===== config.mk =====
export PLATFORM = sky130hd
export DESIGN_NAME = pmb_dma_driver
export DESIGN_NICKNAME = d
export VERILOG_FILES = /design/src/pmb_pkg.sv /design/src/pmb_dma_driver.sv /design/src/pmb_word_mem.sv
export VERILOG_INCLUDE_DIRS = /design/src
export SDC_FILE = /design/constraint.sdc
export NUM_CORES = 1
export LEC_CHECK = 0
export BUFFER_PORTS_ARGS = -buffer_cell sky130_fd_sc_hd__buf_2
export CAP_MARGIN = 20
export CORE_UTILIZATION = 30
export DETAILED_ROUTE_END_ITERATION = 16
export REMOVE_ABC_BUFFERS = 1
export SLEW_MARGIN = 0
export SYNTH_ARGS = -nofsm -noshare
export SYNTH_HDL_FRONTEND = slang
export SYNTH_HIERARCHICAL = 1
export SYNTH_SLANG_ARGS = --single-unit
export TNS_END_PERCENT = 1

===== constraint.sdc =====
create_clock -name i_clk -period 5.4 [get_ports i_clk]
set_input_delay 1.08 -clock i_clk [delete_from_list [all_inputs] [get_ports i_clk]]
set_output_delay 1.08 -clock i_clk [all_outputs]
set_load 0.05 [all_outputs]

===== src/pmb_defs.svh =====
// Timing and field constants for the PCI master back-end DMA driver
`ifndef PMB_DEFS_SVH
`define PMB_DEFS_SVH
`define PMB_ADDR_STEP 32'h0000_0004
`define PMB_ADDR_LSB_ZERO 2'h0
`define PMB_CMD_MEM_READ 4'h6
`define PMB_CMD_MEM_WRITE 4'h7
`define PMB_LEFT_ONE 16'h0001
`define PMB_LEFT_TWO 16'h0002
`define PMB_BUF_DEPTH 16
`endif


===== src/pmb_pkg.sv =====
// Types shared by the PCI master back-end DMA driver
package pmb_pkg;
  typedef enum logic [1:0] {
    PMB_IDLE,
    PMB_FILL,
    PMB_RUN,
    PMB_FINISH
  } pmb_state_e;

  typedef struct packed {
    logic [31:0] addr;
    logic [15:0] count;
    logic write;
    logic [3:0] cmd;
  } pmb_job_s;

  typedef struct packed {
    logic one_left;
    logic two_left;
  } pmb_hint_s;
endpackage


===== src/pmb_dma_driver.sv =====
// DMA driver for the master back-end port of a 32-bit PCI controller
// How it works
// - Write data valid during a burst while words remain; read data always accepted.
// - Write address valid from burst start to write-done.
// - Read address valid from burst start to read-done.
// - Active address steps by four after each moved word.
// - Write direction raised at start, held until write-done.
// - Read direction raised at start, held until read-done.
// - Bus request raised once the write burst (up to DEPTH words) is preloaded, after one fill cycle for reads, held until done.
// - Last-transfer hint high when exactly one word remains.
// - Near-end hint high when two or fewer words remain.
// - Write word with valid flag; controller pop advances the store read pointer.
// - Bus command held steady while the request is high.
// - Latency timer enable always driven high.
`timescale 1ns/100ps
`include "pmb_defs.svh"
module pmb_dma_driver #(
  parameter int DEPTH = `PMB_BUF_DEPTH,
  parameter int AW = 4
) (
  input wire logic i_clk, // PCI clock
  input wire logic i_rst_n, // Sync reset, active low
  input wire logic i_start, // Start a job, one pulse
  input wire pmb_pkg::pmb_job_s i_job, // Job description
  output logic o_busy, // Job in progress
  output logic o_done, // Job finished, one pulse
  output logic o_error, // Job ended by target abort, one pulse
  input wire logic i_src_valid, // User write word available
  input wire logic [31:0] i_src_data, // User write word
  output logic o_src_ready, // Preload store accepts word
  output logic [31:0] o_sink_data, // Read word to user
  output logic o_sink_valid, // Read word strobe
  output logic [31:0] o_master_write_address, // Write address to controller
  output logic [31:0] o_master_read_address, // Read address to controller
  output logic o_write_direction_active, // Write mode
  output logic o_read_direction_active, // Read mode
  output logic o_burst_req, // Request PCI bus
  output logic [3:0] o_pci_cmd, // PCI command
  output logic o_one_left, // One word remains
  output logic o_two_left, // Two or fewer remain
  output logic [31:0] o_outbound_word, // Write data to controller
  output logic o_outbound_word_valid, // Write data valid
  output logic o_latency_timer_enable, // Honour latency timer
  input wire logic i_outbound_word_pop, // Controller took write word
  input wire logic i_write_burst_finished, // Write pipeline empty
  input wire logic [31:0] i_inbound_word, // Read data from controller
  input wire logic i_inbound_word_push, // Read data strobe
  input wire logic i_read_burst_finished, // Read pipeline empty
  input wire logic i_word_moved_last_clock, // Word moved previous clock
  input wire logic i_target_abort // Target abort seen
);
  // ==========================================================
  // State
  pmb_pkg::pmb_state_e state_q, state_d;
  pmb_pkg::pmb_job_s job_q;
  logic [15:0] left_q;
  logic [AW:0] fill_q;
  logic [AW-1:0] rd_ptr_q;
  logic [31:0] addr_q;
  logic done_q, err_q;
  logic [31:0] sink_q;
  logic sink_v_q;
  logic [31:0] mem_rdata;

  // ==========================================================
  // Decode
  // Up to DEPTH words of the burst are preloaded so the controller never sees an empty source.
  // Compare the full fill count, so a job of exactly DEPTH words is not seen as already full
  wire logic [15:0] fill_wide = 16'(fill_q);
  wire logic job_full = (fill_wide == job_q.count) || (fill_q == (AW+1)'(DEPTH));
  wire logic in_fill = (state_q == pmb_pkg::PMB_FILL);
  wire logic in_run = (state_q == pmb_pkg::PMB_RUN);
  wire logic take_src = in_fill && job_q.write && !job_full && i_src_valid;
  wire logic finished = job_q.write ? i_write_burst_finished : i_read_burst_finished;
  wire logic moved = job_q.write ? (in_run && i_outbound_word_pop) :
    (in_run && i_word_moved_last_clock);
  wire logic [3:0] cmd = (job_q.cmd != 4'h0) ? job_q.cmd :
    (job_q.write ? `PMB_CMD_MEM_WRITE : `PMB_CMD_MEM_READ);

  always_comb begin
    state_d = state_q;
    case (state_q)
      pmb_pkg::PMB_IDLE: if (i_start && i_job.count != 16'h0000) state_d = pmb_pkg::PMB_FILL;
      pmb_pkg::PMB_FILL: if (!job_q.write || job_full) state_d = pmb_pkg::PMB_RUN;
      pmb_pkg::PMB_RUN: if (finished || i_target_abort) state_d = pmb_pkg::PMB_FINISH;
      pmb_pkg::PMB_FINISH: state_d = pmb_pkg::PMB_IDLE;
      default: state_d = pmb_pkg::PMB_IDLE;
    endcase
  end

  // ==========================================================
  // Registers
  always_ff @(posedge i_clk) begin
    if (!i_rst_n) begin
      state_q <= pmb_pkg::PMB_IDLE;
      job_q <= '0;
      left_q <= 16'h0000;
      fill_q <= '0;
      rd_ptr_q <= '0;
      addr_q <= 32'h0000_0000;
      done_q <= 1'b0;
      err_q <= 1'b0;
      sink_q <= 32'h0000_0000;
      sink_v_q <= 1'b0;
    end else begin
      state_q <= state_d;
      done_q <= in_run && finished && !i_target_abort;
      err_q <= in_run && i_target_abort;
      sink_v_q <= in_run && !job_q.write && i_inbound_word_push;
      if (i_inbound_word_push) begin
        sink_q <= i_inbound_word;
      end
      if (state_q == pmb_pkg::PMB_IDLE && i_start) begin
        job_q <= i_job;
        left_q <= i_job.count;
        addr_q <= {i_job.addr[31:2], `PMB_ADDR_LSB_ZERO};
        fill_q <= '0;
        rd_ptr_q <= '0;
      end else begin
        if (take_src) begin
          fill_q <= fill_q + 1'b1;
        end
        if (moved && left_q != 16'h0000) begin
          left_q <= left_q - 16'h0001;
          addr_q <= addr_q + `PMB_ADDR_STEP;
        end
        if (job_q.write && in_run && i_outbound_word_pop) begin
          rd_ptr_q <= rd_ptr_q + 1'b1;
        end
      end
    end
  end

  // ==========================================================
  // Outbound word store
  // Limitation: a write job longer than DEPTH words resends the stored words again after the first DEPTH.
  wire logic [AW-1:0] rd_next = (in_run && i_outbound_word_pop) ? rd_ptr_q + 1'b1 : rd_ptr_q;

  pmb_word_mem #(.DEPTH(DEPTH), .AW(AW)) u_mem (
    .i_clk(i_clk),
    .i_we(take_src),
    .i_waddr(fill_q[AW-1:0]),
    .i_wdata(i_src_data),
    .i_raddr(rd_next),
    .o_rdata(mem_rdata)
  );

  // ==========================================================
  // Outputs
  wire logic active = in_run;
  assign o_busy = (state_q != pmb_pkg::PMB_IDLE);
  assign o_done = done_q;
  assign o_error = err_q;
  assign o_src_ready = in_fill && job_q.write && !job_full;
  assign o_sink_data = sink_q;
  assign o_sink_valid = sink_v_q;
  assign o_master_write_address = addr_q;
  assign o_master_read_address = addr_q;
  assign o_write_direction_active = active && job_q.write;
  assign o_read_direction_active = active && !job_q.write;
  assign o_burst_req = active;
  assign o_pci_cmd = active ? cmd : 4'h0;
  assign o_one_left = active && (left_q == `PMB_LEFT_ONE);
  assign o_two_left = active && (left_q <= `PMB_LEFT_TWO);
  assign o_outbound_word = mem_rdata;
  assign o_outbound_word_valid = active && job_q.write && (left_q != 16'h0000);
  assign o_latency_timer_enable = 1'b1;
endmodule // pmb_dma_driver


===== src/pmb_word_mem.sv =====
// Small word store that holds the outgoing data of one DMA burst
`timescale 1ns/100ps
module pmb_word_mem #(
  parameter int DEPTH = 16,
  parameter int AW = 4
) (
  input wire logic i_clk, // Clock
  input wire logic i_we, // Write strobe
  input wire logic [AW-1:0] i_waddr, // Write index
  input wire logic [31:0] i_wdata, // Write word
  input wire logic [AW-1:0] i_raddr, // Read index
  output logic [31:0] o_rdata // Registered read word
);
  logic [31:0] mem_q [DEPTH];

  always_ff @(posedge i_clk) begin
    if (i_we) begin
      mem_q[i_waddr] <= i_wdata;
    end
    o_rdata <= mem_q[i_raddr];
  end
endmodule // pmb_word_mem

# After elaboration in Yosys (flattened, before gate mapping)
# Memories as Yosys holds them, arrays and structs flattened. A register that Yosys moved wholly into a read port is not among the register bits.
# Index checks and enable logic that the tools add are counted.
# Widths: inputs -> output; s select.
dict set report classes {
  n_addsub 4
  muxes 16
  eq_ne 9
  magnitude_cmp 1
  reduce_logical 32
  n_bitwise 1
}
# operator n
set ops {}
lappend ops {{$mux 32} 2}
lappend ops {{$add 32x3->32 const B} 1}
lappend ops {{$mux 16} 2}
lappend ops {{$reduce_bool 16->1} 2}
lappend ops {{$logic_and 1x1->1} 18}
lappend ops {{$eq 16x1->1 const B} 1}
lappend ops {{$eq 5x16->1} 1}
lappend ops {{$le 16x2->1 const B} 1}
lappend ops {{$sub 16x1->16 const B} 1}
lappend ops {{$mux 4} 3}
lappend ops {{$pmux 2 s4} 1}
lappend ops {{$mux 2} 3}
lappend ops {{$add 5x1->5 const B} 1}
lappend ops {{$eq 5x5->1 const B} 1}
lappend ops {{$mux 1} 5}
lappend ops {{$add 4x1->4 const B} 1}
lappend ops {{$eq 2x2->1 const B} 2}
lappend ops {{$ne 2x1->1 const B} 2}
lappend ops {{$reduce_bool 2->1} 2}
lappend ops {{$reduce_bool 4->1} 1}
lappend ops {{$logic_not 1->1} 3}
lappend ops {{$logic_or 1x1->1} 3}
lappend ops {{$reduce_and 3->1} 1}
lappend ops {{$eq 2x1->1 const B} 1}
lappend ops {{other kinds (4)} 4}
dict set report totals {
  ram_bits 512
  reg_bits 115
  output_inout_bits 144
  mem_count 1
  inputBits 127
}
# name words width rd rd_clocked_by_memory_dff write_ports line_no
set memory_table {}
lappend memory_table {u_mem.mem_q 16 32 1 1 1 pmb_word_mem.sv:14} ;# logic [31:0] mem_q [DEPTH];

# Logic depth before layout (Yosys ltp)
dict set report logic_depth {
  depth_word 7
  mapped_depth 11
  depth_no_buf 8
}

# Hierarchy
# The synthesis kept the hierarchy.
# mod cells_each n_inst area_per_inst_um2 seq_area_each_um2
set modules_own_cells {}
lappend modules_own_cells {pmb_word_mem 838 1 19854.0 16015.4}
lappend modules_own_cells {pmb_dma_driver 674 1 5738.0 2262.2}

# Worst setup path before layout
# Ideal clock, no wire load.
dict set report synth_timing {
  path_kind {input to register}
  startpoint {input port i_src_valid}
  endpoint {memory u_mem.mem_q[0][0] (enable)}
  t_arrival_ns 4.052
  path_slack_ns 0.887
  cell_stages 3
  n_path_buf 0
  path_cell_list {o211a_1 > or3b_2 > nor3_1}
}
dict set report synth_between {
  elab_chain_len 3
}
# element line_no
set synth_rtl {}
lappend synth_rtl {{start, declared} pmb_dma_driver.sv:28} ;# input wire logic i_src_valid,
lappend synth_rtl {{$logic_and 1x1->1} pmb_dma_driver.sv:73} ;# wire logic take_src = in_fill && job_q.write && !job_full && i_src_valid;
lappend synth_rtl {{$mux 1} pmb_word_mem.sv:17} ;# if (i_we) begin
lappend synth_rtl {{$mux 1 (implied by the code)} pmb_word_mem.sv:18} ;# mem_q[i_waddr] <= i_wdata;
lappend synth_rtl {{end, declared} pmb_word_mem.sv:14}
# No other way between the ends.

# Worst setup path after layout
dict set report layout_timing {
  startpoint {register fill_q[0]}
  endpoint {memory u_mem.mem_q[3][22] (enable)}
}
dict set report layout_between {
  elab_chain_len 7
  elab_cells_between_ends 8
  cone_classes {eq/ne: 2; mux: 2; reduce/logical: 4}
}
# element line_no
set layout_rtl {}
lappend layout_rtl {{start, declared} pmb_dma_driver.sv:57} ;# logic [AW:0] fill_q;
lappend layout_rtl {{start signal, assigned} pmb_dma_driver.sv:121} ;# fill_q <= fill_q + 1'b1;
lappend layout_rtl {{$eq 5x16->1 / $eq 5x5->1 (equally long branches)} pmb_dma_driver.sv:70} ;# wire logic job_full = (fill_wide == job_q.count) || (fill_q == (AW+1)'(DEPTH));
lappend layout_rtl {{$logic_or 1x1->1 (*)} pmb_dma_driver.sv:70}
lappend layout_rtl {{$logic_not 1->1 (*)} pmb_dma_driver.sv:73}
lappend layout_rtl {{$logic_and 1x1->1 (*) (2 in series)} pmb_dma_driver.sv:73}
lappend layout_rtl {{named net take_src} pmb_dma_driver.sv:73}
lappend layout_rtl {{$mux 1 (*)} pmb_word_mem.sv:17}
lappend layout_rtl {{$mux 1 (implied by the code) (*)} pmb_word_mem.sv:18}
# Mark *: on every way through the listed nets, which the timed path passes. The rest lies on a longest branch.

==> summary.txt <==
GRT
  – First-pass GRT wire length: 91000 microns
  – Largest net degree at the start of global routing: 113
  – Antenna violations before repair: 7
  – Grt total ovfl: 0
  – Vias in the first global route: around 15000
  – GRT Overall Usage: 14.0%

Floorplan
  – Die area: 86500 sq um
  – I/O pin count: approximately 270
  – DIE WIDTH: 294 microns
  – Row count: between 100 and 150
  – Core ar.: 84100 sq um
  – Initial Utilization: 30.4%
  – DIE HEIGHT: ~290 microns

Yosys
  – Post-synth cell types: 60
  – Largest area contributor in the netlist: edfxtp_1
  – XOR/XNOR Fraction of Synth Area: 1.30%
  – Syn avg cell area: 16.9 sq um
  – Area contributors post-synth: edfxtp_1 60%, dfxtp_1 11%, mux4_2 11%
  – Async SR Flop Fraction: 0%
  – Compound-gate portion of the synthesized area: 5.89%
  – Top_reg_cell synth: edfxtp_1
  – Post-synth EDFFs: 512
  – Number of synthesized register bits: ~660
  – Post-Synth Simple-Gate Area: slightly above 5%
  – Area share of the largest cell type after synthesis: 60.1%
  – Adder-cell share of the synthesized area: less than 1%
  – Mux contribution to synthesized area: 12.8%
  – Largest family of logic cells by synthesized area: multiplexers
  – Post-synthesis cell area: 25600 sq um
  – Synthesized instance count: 1512
  – Seq/Total Area, Yosys: 71.4%
  – Yosys warns: 6

Clocking
  – CTS resizes: 0
  – Post-CTS setup buffer count: 0
  – CTS Root Cell: clkbuf_16
  – Clk buf depth: 3
  – Post-CTS Hold Buffers: 0
  – H-tree depth: 3
  – Reg clk slew, reported paths: roughly 60 ps
  – # clock sinks: 657
  – Clk_lat worst skew: 610 ps
  – CTS tree: done
  – Total CTS buffers: 73

Worst setup path
  – Worst reg2reg path endpoint: u_mem/mem_q[3][22]
  – Worst EP required: 5650 ps
  – CP Cell Sequence: inv_1 > ha_1 > a31oi_1 > o211a_1 > or3b_2 > nor2_4 > buf_4
  – Crit path kind: register to register
  – CP Launch Type: register
  – CP Max Fanout: 18
  – Worst r2r src: fill_q[0]
  – Critical Path Slowest Stage Cell: dfxtp_1
  – Worst r2r path cells: 7
  – CP startpoint: fill_q[0]
  – Flop2flop setup slack: roughly 1700 ps
  – CP endpoint kind: register
  – Max incr delay on CP: 670 ps
  – CP arrival: 3950 ps

Route
  – Drt total wl: 60700 microns
  – Routed vias: 14400
  – 1st-iter DRT viols: approximately 900
  – Residual DRC: 0
  – Total iterations of the first detailed-routing run: 5
  – Drt wl/cell: between 20 and 25 microns
  – Via density: just under 5
  – Antenna-violating nets left: 0

Worst hold path
  – WHS Endpoint: job_q[18]
  – Hold Startpoint: job_q[18]
  – Hold Path Class: register to register
  – Hold Crit Depth: 2

Layout
  – Fin cells: 2953
  – Layout cells sized above 1: between 30% and 40%
  – Commonest non-fill, non-tap cell in the layout: edfxtp_1
  – ANT cells: 0
  – Layout area overhead: 19.0%
  – Final Net Count: 1899
  – Post-route cell area: 30400 sq um
  – Most frequent cells in the layout: 512 x edfxtp_1, 263 x buf_2, 145 x dfxtp_1

Placed design
  – GP Congestion: between 0.7 and 0.8
  – Dpl hpwl: 34400 microns
  – PortBufs: 263
  – Placed inst area: 28100 sq um
  – DP Cell Count: roughly 2800

Timing
  – RSZ-0062 raised after global routing: no
  – Setup TNS: 0 ps
  – Max-slew headroom: around 25%
  – Worst-Margin Slew: 1120 ps
  – Worst clock skew: 20.6 ps
  – Final min period: ~3700 ps
  – FMAX: 270 MHz
  – Period utilisation layout: 68.6%
  – Max Slew Vio Count: 0
  – Final setup viols: 0
  – Final hold vios: 0

Pwr
  – P per Cell Area: 418 nW/um^2
  – IR drop worst, VDD: 0.318 mV
  – Pleak: just over 10 nW

Status
  – Status: finished clean

Job
  – Max-cap violations: 0
## area by class of cell
cell class              instances  area (sq um)
clock buffers                  93          1950
repair buffers                291          1550
well taps                    1134          1420
inverters                      13          48.8
fillers                      7934         53600
multi-input cells             724          6780
clock inverters                41           428
flip-flops and latches        657         18300
## registers in the layout (all words and copies together), names as in the netlist
register,count
fill_q,5
job_q,21
left_q,16
o_done,1
o_error,1
o_master_read_address,30
o_sink_data,32
o_sink_valid,1
rd_ptr_q,4
state_q,2
u_mem/mem_q,512
u_mem/o_rdata,32
## how the worst max path moves through the flow
stage	to	cells past startpoint	slack [ps]
after global routing	u_mem/o_rdata[10]	8	1380
after global placement	u_mem/o_rdata[30]	7	1690
after floorplan	u_mem/o_rdata[0]	7	-8910
after detailed placement	u_mem/o_rdata[10]	8	1630
final	u_mem/mem_q[3][22]	7	1700
after CTS	u_mem/o_rdata[10]	8	1620
## cells in the mapped netlist, drive strengths merged (2+ instances only)
master	number
or4	10
conb	2
nand3b	3
edfxtp	512
buf	69
a211o	2
nand2	95
mux2i	37
a22oi	64
clkbuf	52
o211ai	3
xnor2	29
o21a	3
a21o	3
o31ai	6
nand4	14
and4	5
a31o	2
o2111ai	2
nor3b	2
or3	10
inv	13
a2111oi	9
nor2	60
nor3	9
and3	8
dfxtp	145
mux4	128
nand3	18
nor4	10
a31oi	18
o2111a	2
xor2	9
o41ai	2
and2	11
a21oi	50
ha	12
nand2b	4
a211oi	9
nor2b	3
mux2	3
o21ai	57
## worst max-delay path, delay by kind of cell, from the launching register on
family / cells / cell delay (ps)
DFF: 1 / 670
buffers and inverters: 2 / 560
adders and majority gates: 1 / 230
and+or+nand+nor: 2 / 1160
AOI/OAI and AO/OA: 2 / 710
## stage by stage
step	util (%)	hold WS, ps	total power, mW	setup WS (ps)
detailed placement	33.4	448	7.92	1630
CTS	36.2	457	12.9	1620
global route	36.2	480	13.2	1380
global placement	33.4	447	7.88	1690
floorplan	-	436	7.49	-8910
finish	36.2	455	12.7	1700
## report_power, final
part,leakage [nW],internal [mW],total [mW],switching [mW]
Sequential,5.80,5.62,5.81,0.186
Clock,1.16,2.91,4.92,2.01
Combinational,3.23,0.629,2.00,1.38
## per-layer routing
metal	GRT usage [%]	vias up	part of all wire (%)
li1	-	6452	-
met1	18.2	7350	42
met2	23.1	468	48
met3	3.23	107	7.6
met4	3.99	12	2.1
met5	0	-	0.13
## logic make-up (layout without fill, tap and decap cells)
| logic type | count (synthesis) | in the layout |
|---|---|---|
| DFF | 657 | 657 |
| and+or+nand+nor | 266 | 266 |
| AOI/OAI and AO/OA | 235 | 235 |
| muxes | 168 | 168 |
| buffers and inverters | 134 | 438 |
| xor gates and xnor gates | 38 | 38 |
| adders and majority gates | 12 | 12 |
| other | 2 | 5 |
(Power assumes the default switching activity.)
